**config.mk**
```make
export PLATFORM = sky130hd
export DESIGN_NAME = cxc_top
export DESIGN_NICKNAME = d
export VERILOG_FILES = /design/src/cxc_pkg.sv /design/src/cxc_timer.sv /design/src/cxc_top.sv
export VERILOG_INCLUDE_DIRS = /design/src
export SDC_FILE = /design/constraint.sdc
export NUM_CORES = 1
export LEC_CHECK = 0
export BUFFER_PORTS_ARGS = -buffer_cell sky130_fd_sc_hd__buf_4
export CORE_MARGIN = 5
export CORE_UTILIZATION = 27
export DETAILED_ROUTE_END_ITERATION = 8
export GPL_ROUTABILITY_DRIVEN = 0
export REMOVE_ABC_BUFFERS = 1
export SKIP_CTS_REPAIR_TIMING = 1
export SLEW_MARGIN = 20
export SYNTH_ARGS = -nofsm -noshare
export SYNTH_HDL_FRONTEND = slang
export SYNTH_SLANG_ARGS = --single-unit
```
**constraint.sdc**
```tcl
create_clock -name aclk -period 2.35 [get_ports aclk]
set_input_delay 0.47 -clock aclk [delete_from_list [all_inputs] [get_ports aclk]]
set_output_delay 0.47 -clock aclk [all_outputs]
set_load 0.005 [all_outputs]
```
**src/cxc_map.svh**
```systemverilog
// Register offsets, field positions, reset values and timing figures of the CAN control block.
// Assumes a 250 MHz system clock; included by the top module.
`ifndef CXC_MAP_SVH
`define CXC_MAP_SVH

// Bus geometry.
`define CXC_ADDR_W 8
`define CXC_OFS_CTRL 8'h00
`define CXC_OFS_STAT 8'h04
`define CXC_OFS_STATE 8'h08
`define CXC_RESP_OKAY 2'h0
`define CXC_RESP_SLVERR 2'h2

// Control register fields.
`define CXC_CTRL_ACT 0
`define CXC_CTRL_LONLY 1
`define CXC_CTRL_LOOP 2
`define CXC_CTRL_WEN 3
`define CXC_CTRL_PAT 4
`define CXC_CTRL_SBREQ 5
`define CXC_CTRL_SBKIND 6
`define CXC_CTRL_ACT_RST 1'h1

// Status register fields, write one to clear.
`define CXC_ST_TDOM 0
`define CXC_ST_BREC 1
`define CXC_ST_PDOM 2
`define CXC_ST_RXS 3
`define CXC_ST_WAKE 4

// Timing figures.
`define CXC_CLK_MHZ 250
`define CXC_FILT_NS 2000
`define CXC_FILT_CYC ((`CXC_FILT_NS * `CXC_CLK_MHZ) / 1000)
`define CXC_FOLLOW_NS 1000
`define CXC_FOLLOW_CYC ((`CXC_FOLLOW_NS * `CXC_CLK_MHZ) / 1000)
`define CXC_IRQ_NS 4000
`define CXC_IRQ_CYC ((`CXC_IRQ_NS * `CXC_CLK_MHZ) / 1000)
`define CXC_MISS_MAX 3'h4
`define CXC_TMR_W 20

`endif

```
**src/cxc_pkg.sv**
```systemverilog
// Types shared by the CAN control block.
// Assumes nothing of its surroundings.
package cxc_pkg;
    typedef enum logic [2:0] {
        ST_ACTIVE = 3'b000,
        ST_SB_IDLE = 3'b001,
        ST_P1 = 3'b010,
        ST_P1_OK = 3'b011,
        ST_GAP = 3'b100,
        ST_GAP_OK = 3'b101,
        ST_P2 = 3'b110
    } cxc_state_t;
endpackage

```
**src/cxc_timer.sv**
```systemverilog
// Duration counter used for every timeout and filter of the CAN control block except the follow-check window.
// Assumes run is synchronous to aclk; the count restarts whenever run drops.
`timescale 1ns/1ps
`default_nettype none
module cxc_timer #(
    parameter int W = 20
) (
    input wire logic aclk,
    input wire logic aresetn,
    input wire logic run,
    input wire logic [W-1:0] limit,
    output logic hit
);
    logic [W-1:0] cnt_ff;
    logic [W-1:0] nxt_cnt;

    // Count while run stays high and hold at the limit.
    always_comb begin
        if (!run) begin
            nxt_cnt = '0;
        end else if (cnt_ff == limit) begin
            nxt_cnt = cnt_ff;
        end else begin
            nxt_cnt = cnt_ff + 1'b1;
        end
    end

    always_ff @(posedge aclk) begin
        if (!aresetn) begin
            cnt_ff <= '0;
        end else begin
            cnt_ff <= nxt_cnt;
        end
    end

    // The limit is reached only while run is still high.
    assign hit = run && (cnt_ff == limit);
endmodule
`default_nettype wire

```
**src/cxc_top.sv**
```systemverilog
// CAN transceiver control logic with an AXI4-Lite register slave.
// Assumes all pin inputs are synchronous to aclk and bus level 0 means dominant.
// Function
// - Long dominant transmit input disables transmitter, latches flag.
// - Four bus follow failures disable transmitter.
// - Long dominant bus latches flag, transmitter stays.
// - Four receive pin follow failures disable transmitter.
// - Flags readable, clearable; clearing re-enables transmitter.
// - Wake evaluated only in standby with wake enabled.
// - Receive output recessive during standby.
// - Receive output tracks bus right after wake.
// - Pattern wake needs two dominant pulses over 2 us.
// - Recessive gap between pulses exceeds 2 us.
// - Both pulses fall within 1.0 ms window.
// - Standby after permanent dominant wakes on recessive.
// - No pattern: filtered bus transition wakes.
// - Battery standby wake gives reset pulse, else interrupt.
// - Writing active bit zero deactivates until set again.
// - Deactivated: termination off, lines grounded, midpoint off.
// - Listen-only disables transmitter, keeps reception and termination.
// - Loopback routes transmit input to receive output.
// - Supply over or undervoltage never disables transceiver.
// - Reset pulse lasts 2 ms before release.
`timescale 1ns/1ps
`default_nettype none
`include "cxc_map.svh"
module cxc_top
    import cxc_pkg::*;
#(
    parameter int unsigned TDOM_US = 1000,
    parameter int unsigned TPDOM_US = 1000,
    parameter int unsigned WIN_US = 1000,
    parameter int unsigned RST_US = 2000
) (
    input wire logic aclk,
    input wire logic aresetn,
    input wire logic [`CXC_ADDR_W-1:0] s_axi_awaddr,
    input wire logic s_axi_awvalid,
    output logic s_axi_awready,
    input wire logic [31:0] s_axi_wdata,
    input wire logic [3:0] s_axi_wstrb,
    input wire logic s_axi_wvalid,
    output logic s_axi_wready,
    output logic [1:0] s_axi_bresp,
    output logic s_axi_bvalid,
    input wire logic s_axi_bready,
    input wire logic [`CXC_ADDR_W-1:0] s_axi_araddr,
    input wire logic s_axi_arvalid,
    output logic s_axi_arready,
    output logic [31:0] s_axi_rdata,
    output logic [1:0] s_axi_rresp,
    output logic s_axi_rvalid,
    input wire logic s_axi_rready,
    input wire logic can_tx_input,
    input wire logic bus_rx_level,
    input wire logic can_rx_sense,
    input wire logic vs_overvoltage,
    input wire logic vs_undervoltage,
    output logic can_rx_output,
    output logic bus_tx_dominant,
    output logic term_en,
    output logic split_en,
    output logic bus_lines_gnd,
    output logic reset_output_low_out,
    output logic reset_output_low_oe,
    output logic lin_rx_output
);
    localparam int unsigned TDOM_CYC = TDOM_US * `CXC_CLK_MHZ;
    localparam int unsigned TPDOM_CYC = TPDOM_US * `CXC_CLK_MHZ;
    localparam int unsigned WIN_CYC = WIN_US * `CXC_CLK_MHZ;
    localparam int unsigned RST_CYC = RST_US * `CXC_CLK_MHZ;

    logic aw_have_ff, w_have_ff, awready_ff, wready_ff, bvalid_ff, arready_ff, rvalid_ff;
    logic [`CXC_ADDR_W-1:0] awaddr_ff;
    logic [31:0] wdata_ff, rdata_ff;
    logic [3:0] wstrb_ff;
    logic [1:0] bresp_ff, rresp_ff;
    logic nxt_aw_have, nxt_w_have, nxt_awready, nxt_wready, nxt_bvalid, nxt_arready;
    logic nxt_rvalid;
    logic [`CXC_ADDR_W-1:0] nxt_awaddr;
    logic [31:0] nxt_wdata, nxt_rdata;
    logic [3:0] nxt_wstrb;
    logic [1:0] nxt_bresp, nxt_rresp;
    logic do_wr, wr_ctrl, wr_stat, wr_hit;

    logic act_ff, lonly_ff, loop_ff, wen_ff, pat_ff, sbreq_ff, sbkind_ff;
    logic nxt_act, nxt_lonly, nxt_loop, nxt_wen, nxt_pat, nxt_sbreq, nxt_sbkind;
    logic f_tdom_ff, f_brec_ff, f_pdom_ff, f_rxs_ff, f_wake_ff;
    logic nxt_f_tdom, nxt_f_brec, nxt_f_pdom, nxt_f_rxs, nxt_f_wake;
    cxc_state_t st_ff, nxt_st;
    logic ref_ff, sg_ff, nxt_ref, nxt_sg, wake;
    logic pulse_on_ff, pkind_ff, nxt_pulse_on, nxt_pkind;
    logic tx_prev_ff, bus_prev_ff;
    logic fol_run_ff, seen_bus_ff, seen_rx_ff, nxt_fol_run, nxt_seen_bus, nxt_seen_rx;
    logic [7:0] fol_cnt_ff, nxt_fol_cnt;
    logic [2:0] miss_bus_ff, miss_rx_ff, nxt_miss_bus, nxt_miss_rx;
    logic set_brec, set_rxs;
    logic rx_ff, txd_ff, term_ff, split_ff, gnd_ff, rst_oe_ff, lin_ff;
    logic in_active, in_pattern, tx_en;
    logic tdom_hit, pdom_hit, flt_hit, win_hit, pulse_hit;
    logic [31:0] rd_mux;

    assign in_active = (st_ff == ST_ACTIVE);
    assign in_pattern = (st_ff != ST_ACTIVE) && (st_ff != ST_SB_IDLE);
    // Supply faults are deliberately not part of this enable.
    assign tx_en = in_active && act_ff && !lonly_ff && !f_tdom_ff && !f_brec_ff && !f_rxs_ff;
    assign do_wr = aw_have_ff && w_have_ff && !bvalid_ff;
    assign wr_ctrl = do_wr && (awaddr_ff == `CXC_OFS_CTRL) && wstrb_ff[0];
    assign wr_stat = do_wr && (awaddr_ff == `CXC_OFS_STAT) && wstrb_ff[0];
    assign wr_hit = (awaddr_ff == `CXC_OFS_CTRL) || (awaddr_ff == `CXC_OFS_STAT);

    cxc_timer #(.W(`CXC_TMR_W)) u_tdom (.aclk(aclk), .aresetn(aresetn),
        .run(in_active && !can_tx_input), .limit(`CXC_TMR_W'(TDOM_CYC)), .hit(tdom_hit));
    cxc_timer #(.W(`CXC_TMR_W)) u_pdom (.aclk(aclk), .aresetn(aresetn),
        .run(in_active && !bus_rx_level), .limit(`CXC_TMR_W'(TPDOM_CYC)), .hit(pdom_hit));
    // Bus level stable for the filter time.
    cxc_timer #(.W(`CXC_TMR_W)) u_flt (.aclk(aclk), .aresetn(aresetn),
        .run(bus_rx_level == bus_prev_ff), .limit(`CXC_TMR_W'(`CXC_FILT_CYC)), .hit(flt_hit));
    cxc_timer #(.W(`CXC_TMR_W)) u_win (.aclk(aclk), .aresetn(aresetn),
        .run(in_pattern), .limit(`CXC_TMR_W'(WIN_CYC)), .hit(win_hit));
    cxc_timer #(.W(`CXC_TMR_W)) u_pulse (.aclk(aclk), .aresetn(aresetn),
        .run(pulse_on_ff), .limit(pkind_ff ? `CXC_TMR_W'(RST_CYC) : `CXC_TMR_W'(`CXC_IRQ_CYC)),
        .hit(pulse_hit));

    // Register read multiplexer.
    always_comb begin
        rd_mux = 32'h0000_0000;
        case (s_axi_araddr)
            `CXC_OFS_CTRL: rd_mux = {25'h0, sbkind_ff, sbreq_ff, pat_ff, wen_ff, loop_ff,
                lonly_ff, act_ff};
            `CXC_OFS_STAT: rd_mux = {27'h0, f_wake_ff, f_rxs_ff, f_pdom_ff, f_brec_ff,
                f_tdom_ff};
            `CXC_OFS_STATE: rd_mux = {23'h0, pulse_on_ff, vs_undervoltage, vs_overvoltage,
                st_ff, act_ff, !in_active, tx_en};
            default: rd_mux = 32'h0000_0000;
        endcase
    end

    // AXI4-Lite handshakes: address and data in either order, response one cycle later.
    always_comb begin
        nxt_aw_have = aw_have_ff;
        nxt_awaddr = awaddr_ff;
        nxt_w_have = w_have_ff;
        nxt_wdata = wdata_ff;
        nxt_wstrb = wstrb_ff;
        nxt_bvalid = bvalid_ff;
        nxt_bresp = bresp_ff;
        nxt_rvalid = rvalid_ff;
        nxt_rdata = rdata_ff;
        nxt_rresp = rresp_ff;
        if (s_axi_awvalid && awready_ff) begin
            nxt_aw_have = 1'b1;
            nxt_awaddr = s_axi_awaddr;
        end
        if (s_axi_wvalid && wready_ff) begin
            nxt_w_have = 1'b1;
            nxt_wdata = s_axi_wdata;
            nxt_wstrb = s_axi_wstrb;
        end
        if (do_wr) begin
            nxt_aw_have = 1'b0;
            nxt_w_have = 1'b0;
            nxt_bvalid = 1'b1;
            nxt_bresp = wr_hit ? `CXC_RESP_OKAY : `CXC_RESP_SLVERR;
        end else if (bvalid_ff && s_axi_bready) begin
            nxt_bvalid = 1'b0;
        end
        if (s_axi_arvalid && arready_ff) begin
            nxt_rvalid = 1'b1;
            nxt_rdata = rd_mux;
            nxt_rresp = (s_axi_araddr == `CXC_OFS_CTRL || s_axi_araddr == `CXC_OFS_STAT ||
                s_axi_araddr == `CXC_OFS_STATE) ? `CXC_RESP_OKAY : `CXC_RESP_SLVERR;
        end else if (rvalid_ff && s_axi_rready) begin
            nxt_rvalid = 1'b0;
        end
        nxt_awready = !nxt_aw_have && !nxt_bvalid;
        nxt_wready = !nxt_w_have && !nxt_bvalid;
        nxt_arready = !nxt_rvalid;
    end

    always_ff @(posedge aclk) begin
        if (!aresetn) begin
            aw_have_ff <= 1'b0;
            awaddr_ff <= '0;
            w_have_ff <= 1'b0;
            wdata_ff <= 32'h0000_0000;
            wstrb_ff <= 4'h0;
            bvalid_ff <= 1'b0;
            bresp_ff <= `CXC_RESP_OKAY;
            rvalid_ff <= 1'b0;
            rdata_ff <= 32'h0000_0000;
            rresp_ff <= `CXC_RESP_OKAY;
            awready_ff <= 1'b1;
            wready_ff <= 1'b1;
            arready_ff <= 1'b1;
        end else begin
            aw_have_ff <= nxt_aw_have;
            awaddr_ff <= nxt_awaddr;
            w_have_ff <= nxt_w_have;
            wdata_ff <= nxt_wdata;
            wstrb_ff <= nxt_wstrb;
            bvalid_ff <= nxt_bvalid;
            bresp_ff <= nxt_bresp;
            rvalid_ff <= nxt_rvalid;
            rdata_ff <= nxt_rdata;
            rresp_ff <= nxt_rresp;
            awready_ff <= nxt_awready;
            wready_ff <= nxt_wready;
            arready_ff <= nxt_arready;
        end
    end

    // Follow checks: after a dominant transmit edge with the transmitter enabled and no check running, watch bus and receive pin.
    always_comb begin
        nxt_fol_run = fol_run_ff;
        nxt_fol_cnt = fol_cnt_ff;
        nxt_seen_bus = seen_bus_ff || !bus_rx_level;
        nxt_seen_rx = seen_rx_ff || !can_rx_sense;
        nxt_miss_bus = miss_bus_ff;
        nxt_miss_rx = miss_rx_ff;
        set_brec = 1'b0;
        set_rxs = 1'b0;
        if (!fol_run_ff) begin
            nxt_seen_bus = 1'b0;
            nxt_seen_rx = 1'b0;
            nxt_fol_cnt = 8'h00;
            nxt_fol_run = tx_en && tx_prev_ff && !can_tx_input;
        end else if (fol_cnt_ff == 8'(`CXC_FOLLOW_CYC - 1)) begin
            nxt_fol_run = 1'b0;
            nxt_miss_bus = nxt_seen_bus ? 3'h0 : miss_bus_ff + 3'h1;
            nxt_miss_rx = nxt_seen_rx ? 3'h0 : miss_rx_ff + 3'h1;
            if (nxt_miss_bus == `CXC_MISS_MAX) begin
                set_brec = 1'b1;
                nxt_miss_bus = 3'h0;
            end
            if (nxt_miss_rx == `CXC_MISS_MAX) begin
                set_rxs = 1'b1;
                nxt_miss_rx = 3'h0;
            end
        end else begin
            nxt_fol_cnt = fol_cnt_ff + 8'h01;
        end
    end

    // Control bits, sticky flags and the standby and wake sequencer.
    always_comb begin
        nxt_act = act_ff;
        nxt_lonly = lonly_ff;
        nxt_loop = loop_ff;
        nxt_wen = wen_ff;
        nxt_pat = pat_ff;
        nxt_sbreq = sbreq_ff;
        nxt_sbkind = sbkind_ff;
        nxt_st = st_ff;
        nxt_ref = ref_ff;
        nxt_sg = sg_ff;
        wake = 1'b0;
        // Software sets or clears the active bit.
        if (wr_ctrl) begin
            nxt_act = wdata_ff[`CXC_CTRL_ACT];
            nxt_lonly = wdata_ff[`CXC_CTRL_LONLY];
            nxt_loop = wdata_ff[`CXC_CTRL_LOOP];
            nxt_wen = wdata_ff[`CXC_CTRL_WEN];
            nxt_pat = wdata_ff[`CXC_CTRL_PAT];
            nxt_sbreq = wdata_ff[`CXC_CTRL_SBREQ];
            nxt_sbkind = wdata_ff[`CXC_CTRL_SBKIND];
        end
        if (st_ff == ST_ACTIVE) begin
            if (sbreq_ff) begin
                nxt_st = ST_SB_IDLE;
                nxt_ref = bus_rx_level;
                nxt_sg = f_pdom_ff;
            end
        end else if (!sbreq_ff) begin
            nxt_st = ST_ACTIVE;
        // Wake only with the wake option enabled.
        end else if (wen_ff) begin
            if (sg_ff) begin
                // Recessive level ends a short to ground.
                wake = bus_rx_level && flt_hit;
            end else if (!pat_ff) begin
                wake = (bus_rx_level != ref_ff) && flt_hit;
            end else if (win_hit) begin
                // Window expired before the second pulse.
                nxt_st = ST_SB_IDLE;
            end else begin
                // Pulse, gap, pulse, each over the filter time.
                case (st_ff)
                    ST_SB_IDLE: if (!bus_rx_level) nxt_st = ST_P1;
                    ST_P1: begin
                        if (bus_rx_level) nxt_st = ST_SB_IDLE;
                        else if (flt_hit) nxt_st = ST_P1_OK;
                    end
                    ST_P1_OK: if (bus_rx_level) nxt_st = ST_GAP;
                    ST_GAP: begin
                        if (!bus_rx_level) nxt_st = ST_P1;
                        else if (flt_hit) nxt_st = ST_GAP_OK;
                    end
                    ST_GAP_OK: if (!bus_rx_level) nxt_st = ST_P2;
                    ST_P2: begin
                        if (bus_rx_level) nxt_st = ST_SB_IDLE;
                        else wake = flt_hit;
                    end
                    default: nxt_st = ST_SB_IDLE;
                endcase
            end
        end
        if (wake) begin
            nxt_st = ST_ACTIVE;
            nxt_sbreq = 1'b0;
        end
        // Set wins over a write-one clear.
        nxt_f_tdom = (f_tdom_ff && !(wr_stat && wdata_ff[`CXC_ST_TDOM])) || tdom_hit;
        nxt_f_brec = (f_brec_ff && !(wr_stat && wdata_ff[`CXC_ST_BREC])) || set_brec;
        nxt_f_pdom = (f_pdom_ff && !(wr_stat && wdata_ff[`CXC_ST_PDOM])) || pdom_hit;
        nxt_f_rxs = (f_rxs_ff && !(wr_stat && wdata_ff[`CXC_ST_RXS])) || set_rxs;
        nxt_f_wake = (f_wake_ff && !(wr_stat && wdata_ff[`CXC_ST_WAKE])) || wake;
        // Pulse kind follows the standby kind left.
        nxt_pulse_on = wake || (pulse_on_ff && !pulse_hit);
        nxt_pkind = wake ? sbkind_ff : pkind_ff;
    end

    always_ff @(posedge aclk) begin
        if (!aresetn) begin
            act_ff <= `CXC_CTRL_ACT_RST;
            lonly_ff <= 1'b0;
            loop_ff <= 1'b0;
            wen_ff <= 1'b0;
            pat_ff <= 1'b0;
            sbreq_ff <= 1'b0;
            sbkind_ff <= 1'b0;
            st_ff <= ST_ACTIVE;
            ref_ff <= 1'b1;
            sg_ff <= 1'b0;
            f_tdom_ff <= 1'b0;
            f_brec_ff <= 1'b0;
            f_pdom_ff <= 1'b0;
            f_rxs_ff <= 1'b0;
            f_wake_ff <= 1'b0;
            pulse_on_ff <= 1'b0;
            pkind_ff <= 1'b0;
            tx_prev_ff <= 1'b1;
            bus_prev_ff <= 1'b1;
            fol_run_ff <= 1'b0;
            fol_cnt_ff <= 8'h00;
            seen_bus_ff <= 1'b0;
            seen_rx_ff <= 1'b0;
            miss_bus_ff <= 3'h0;
            miss_rx_ff <= 3'h0;
        end else begin
            act_ff <= nxt_act;
            lonly_ff <= nxt_lonly;
            loop_ff <= nxt_loop;
            wen_ff <= nxt_wen;
            pat_ff <= nxt_pat;
            sbreq_ff <= nxt_sbreq;
            sbkind_ff <= nxt_sbkind;
            st_ff <= nxt_st;
            ref_ff <= nxt_ref;
            sg_ff <= nxt_sg;
            f_tdom_ff <= nxt_f_tdom;
            f_brec_ff <= nxt_f_brec;
            f_pdom_ff <= nxt_f_pdom;
            f_rxs_ff <= nxt_f_rxs;
            f_wake_ff <= nxt_f_wake;
            pulse_on_ff <= nxt_pulse_on;
            pkind_ff <= nxt_pkind;
            tx_prev_ff <= can_tx_input;
            bus_prev_ff <= bus_rx_level;
            fol_run_ff <= nxt_fol_run;
            fol_cnt_ff <= nxt_fol_cnt;
            seen_bus_ff <= nxt_seen_bus;
            seen_rx_ff <= nxt_seen_rx;
            miss_bus_ff <= nxt_miss_bus;
            miss_rx_ff <= nxt_miss_rx;
        end
    end

    // Registered pin drivers.
    always_ff @(posedge aclk) begin
        if (!aresetn) begin
            rx_ff <= 1'b1;
            txd_ff <= 1'b0;
            term_ff <= 1'b0;
            split_ff <= 1'b0;
            gnd_ff <= 1'b0;
            rst_oe_ff <= 1'b0;
            lin_ff <= 1'b1;
        end else begin
            // Recessive in standby, else loop or bus.
            rx_ff <= (nxt_st != ST_ACTIVE) ? 1'b1 : (loop_ff ? can_tx_input : bus_rx_level);
            txd_ff <= tx_en && nxt_act && !can_tx_input;
            // Termination follows the active bit only.
            term_ff <= nxt_act;
            split_ff <= nxt_act && (nxt_st == ST_ACTIVE);
            gnd_ff <= !nxt_act;
            // Open-drain reset held low for the whole pulse.
            rst_oe_ff <= nxt_pulse_on && nxt_pkind;
            lin_ff <= !(nxt_pulse_on && !nxt_pkind);
        end
    end

    assign s_axi_awready = awready_ff;
    assign s_axi_wready = wready_ff;
    assign s_axi_bvalid = bvalid_ff;
    assign s_axi_bresp = bresp_ff;
    assign s_axi_arready = arready_ff;
    assign s_axi_rvalid = rvalid_ff;
    assign s_axi_rdata = rdata_ff;
    assign s_axi_rresp = rresp_ff;
    assign can_rx_output = rx_ff;
    assign bus_tx_dominant = txd_ff;
    assign term_en = term_ff;
    assign split_en = split_ff;
    assign bus_lines_gnd = gnd_ff;
    // The reset pin only ever pulls low; its enable carries the pulse.
    assign reset_output_low_out = 1'b0;
    assign reset_output_low_oe = rst_oe_ff;
    assign lin_rx_output = lin_ff;
endmodule
`default_nettype wire

```
==> out/results.tsv <==
metric	value	unit
first-pass detailed-route iteration total	6	
Final nets	1099	
number of buffers added on ports	58	
vias in the first global route	6051	
die area	33800	sq um
Hold Fails Final Rpt	0	
Area contributors post-synth	dfxtp_1 (44%), nor2_1 (6.4%), xnor2_1 (4.7%)	
crit path buf inv count	0	
chip width	184	um
Final Cycle Share	0.926	
Rel. slew slack	0.560	
crit path to	st_ff[1]$_SDFF_PN0_	
CP Cell Sequence	nor4b_1 > nand3_1 > or4b_4 > a311o_1 > a211oi_1	
Post-synth EDFFs	0	
RR Startpoint	u_win.cnt_ff[11]$_SDFFE_PN0P_	
Mapped Avg Cell Area	8.56	sq um
first-pass GRT wire length	29.2	mm
met3 usage	0.0188	
Worst R2R Path Depth	5	
Starting Density	0.275	
count of final max-slew check failures	0	
ys async rst share	0	
CTS tree	yes	
DRT iter0 DRCs	413	
Sink Count	179	
largest net degree at the start of global routing	37	
most frequent cell after synthesis	dfxtp_1	
Worst EP required	2690	ps
H-tree Lvls	4	
crit path launch	u_win.cnt_ff[11]$_SDFFE_PN0P_	
DR WL/cell	12.4	um
HPWL Detailed	12.8	mm
Clock Latency Late Sink	430	ps
Inserted Clock Buffers	17	
minimum clock period	2180	ps
Pwr Density	640	nW/um^2
register area share after synthesis	0.439	
CP Depth	5	
Final Skew	7.57	ps
WL final	17.7	mm
vias per cell	4.58	
Core Util, Final	0.323	
synthesized cell area	8170	sq um
initial antenna violation count	0	
CP endpoint kind	flop	
Worst Setup Path Type	flop to flop	
grt peak-use layer	met2	
Netlist cell types	64	
via count	6529	
post-route antenna net violation count	0	
core box area	29700	sq um
P_leak	3.29	nW
Worst R2R End	st_ff[1]$_SDFF_PN0_	
area added between synthesis and finish	17.6	%
FP Rows	63	
layout cells sized above 1	0.127	
total gr overflow	0	
Main synth FF type	dfxtp_1	
worst hold slack	283	ps
grt met1 use	0.136	
DRC violations left	0	
largest vdd supply drop	0.449	mV
Cell Count Post-Placement	1391	
crit-path leading delay family	simple AND/OR/NAND/NOR gates	
Slowest-stage cell, CP	or4b_4	
fill count	3061	
Yosys top cell by area	dfxtp_1	
M2 GR Usage	0.166	
Cells after Synth	954	
CTS root buf	clkbuf_16	
register-to-register setup slack	170	ps
critical path fanouts, max	5	
die height	184	um
max frequency	460	MHz
CP Data Arrival Time	2510	ps
RSZ-0062 raised after global routing	false	
crit start category	flop	
share of the synthesized area in the top cell type	0.439	
max cap viols	0	
Synth Warn #	0	
total track usage	0.103	
hold crit path type	input port to flop	
Largest stage delay, worst path	560	ps
Worst Tran Pin Value	658	ps
io pins	113	
Power Total	0.00615	W
CTS clk-pin slew, worst paths	70	ps
status	completed	
Setup Total Neg Slack	0	ps
most common library cells after synthesis	dfxtp_1 (179), nor2_1 (139), nand2_1 (97)	
Max Root-Sink Buffers	2	
Synth Register Bits	179	
ant diodes	0	
Finished Layout Cells	1424	
final setup fails	0	
registers in the layout (all words and copies together), names as in the netlist, 3 cells and up:
name            flops
u_win.cnt_ff       20
u_pulse.cnt_ff     20
wdata_ff            7
u_pdom.cnt_ff      20
st_ff               3
awaddr_ff           8
miss_rx_ff          3
u_tdom.cnt_ff      20
miss_bus_ff         3
fol_cnt_ff          8
s_axi_rdata         9
u_flt.cnt_ff       20
layout by cell type (no fill, tap or decap), drive strengths merged, types with 3 or more instances in the layout:
| master | instances |
|---|---|
| or3 | 13 |
| nand4 | 24 |
| dfxtp | 179 |
| nor2 | 140 |
| a32oi | 3 |
| and4 | 14 |
| nand3 | 45 |
| nand2 | 97 |
| mux2i | 18 |
| nand2b | 12 |
| or3b | 3 |
| and3 | 10 |
| mux2 | 3 |
| o21ai | 25 |
| nand4b | 6 |
| nor4 | 17 |
| nor3b | 4 |
| nor3 | 27 |
| clkinvlp | 4 |
| nor2b | 8 |
| conb | 26 |
| inv | 32 |
| xnor2 | 44 |
| a22oi | 10 |
| clkbuf | 19 |
| or2 | 3 |
| and2 | 8 |
| buf | 78 |
| or4 | 6 |
| nor4b | 8 |
| clkinv | 6 |
| nand3b | 6 |
| ha | 14 |
| xor2 | 44 |
| a21oi | 49 |
per-layer routing:
| layer | part of all wire | wire length, um | vias to the layer above |
|---|---|---|---|
| met5 | 0 | 0 | - |
| met4 | 0.018 | 325 | 0 |
| met3 | 0.034 | 605 | 20 |
| met2 | 0.46 | 8120 | 106 |
| met1 | 0.49 | 8640 | 3036 |
| li1 | - | - | 3367 |
through the flow:
step	setup WS, ps	cell area (sq um)
floorplan	331	7960
global placement	178	9020
detailed placement	137	9020
CTS	110	9600
global route	31.0	9610
finish	175	9610
how the worst min path moves through the flow:
stage / startpoint / end / cells past startpoint
floorplan: awaddr_ff[1]$_SDFFE_PN0P_ / awaddr_ff[1]$_SDFFE_PN0P_ / 2
global placement: tx_prev_ff$_SDFF_PN1_ / fol_run_ff$_SDFF_PN0_ / 2
detailed placement: tx_prev_ff$_SDFF_PN1_ / fol_run_ff$_SDFF_PN0_ / 2
CTS: s_axi_awaddr[6] / awaddr_ff[6]$_SDFFE_PN0P_ / 3
global route: s_axi_awaddr[3] / awaddr_ff[3]$_SDFFE_PN0P_ / 3
finish: s_axi_awaddr[6] / awaddr_ff[6]$_SDFFE_PN0P_ / 3
worst reg2reg max path, cell delays in order, from the launching register on:
cell and delay, ps:
dfxtp_1 350, nor4b_1 410, nand3_1 190, or4b_4 560
a311o_1 410, a211oi_1 170
area by class of cell:
type,count,area [sq um],area share
Timing Repair Buffer,78,586,0.0609
Inverter,30,113,0.0117
Sequential cell,179,3580,0.373
Clock buffer,19,453,0.0471
Clock inverter,13,125,0.0130
Tap cell,390,488,0.0508
Multi-Input combinational cell,715,4260,0.443
cells by family (layout without fill, tap and decap cells):
group / count (synthesis) / after routing / synth area share
compound gates: 110 / 110 / 0.0812
mux: 21 / 21 / 0.0262
fa+ha+maj: 14 / 14 / 0.0214
flops: 179 / 179 / 0.439
simple gates: 456 / 456 / 0.286
buf+inv: 85 / 140 / 0.0512
other cells: 1 / 26 / 0.000459
xor+xnor: 88 / 88 / 0.0944
power breakdown:
part	internal, W	switching (W)
logic	0.000118	0.000156
registers	0.00308	0.0000351
clock network	0.00153	0.00122
No activity file was read; power rests on OpenSTA's default activity.
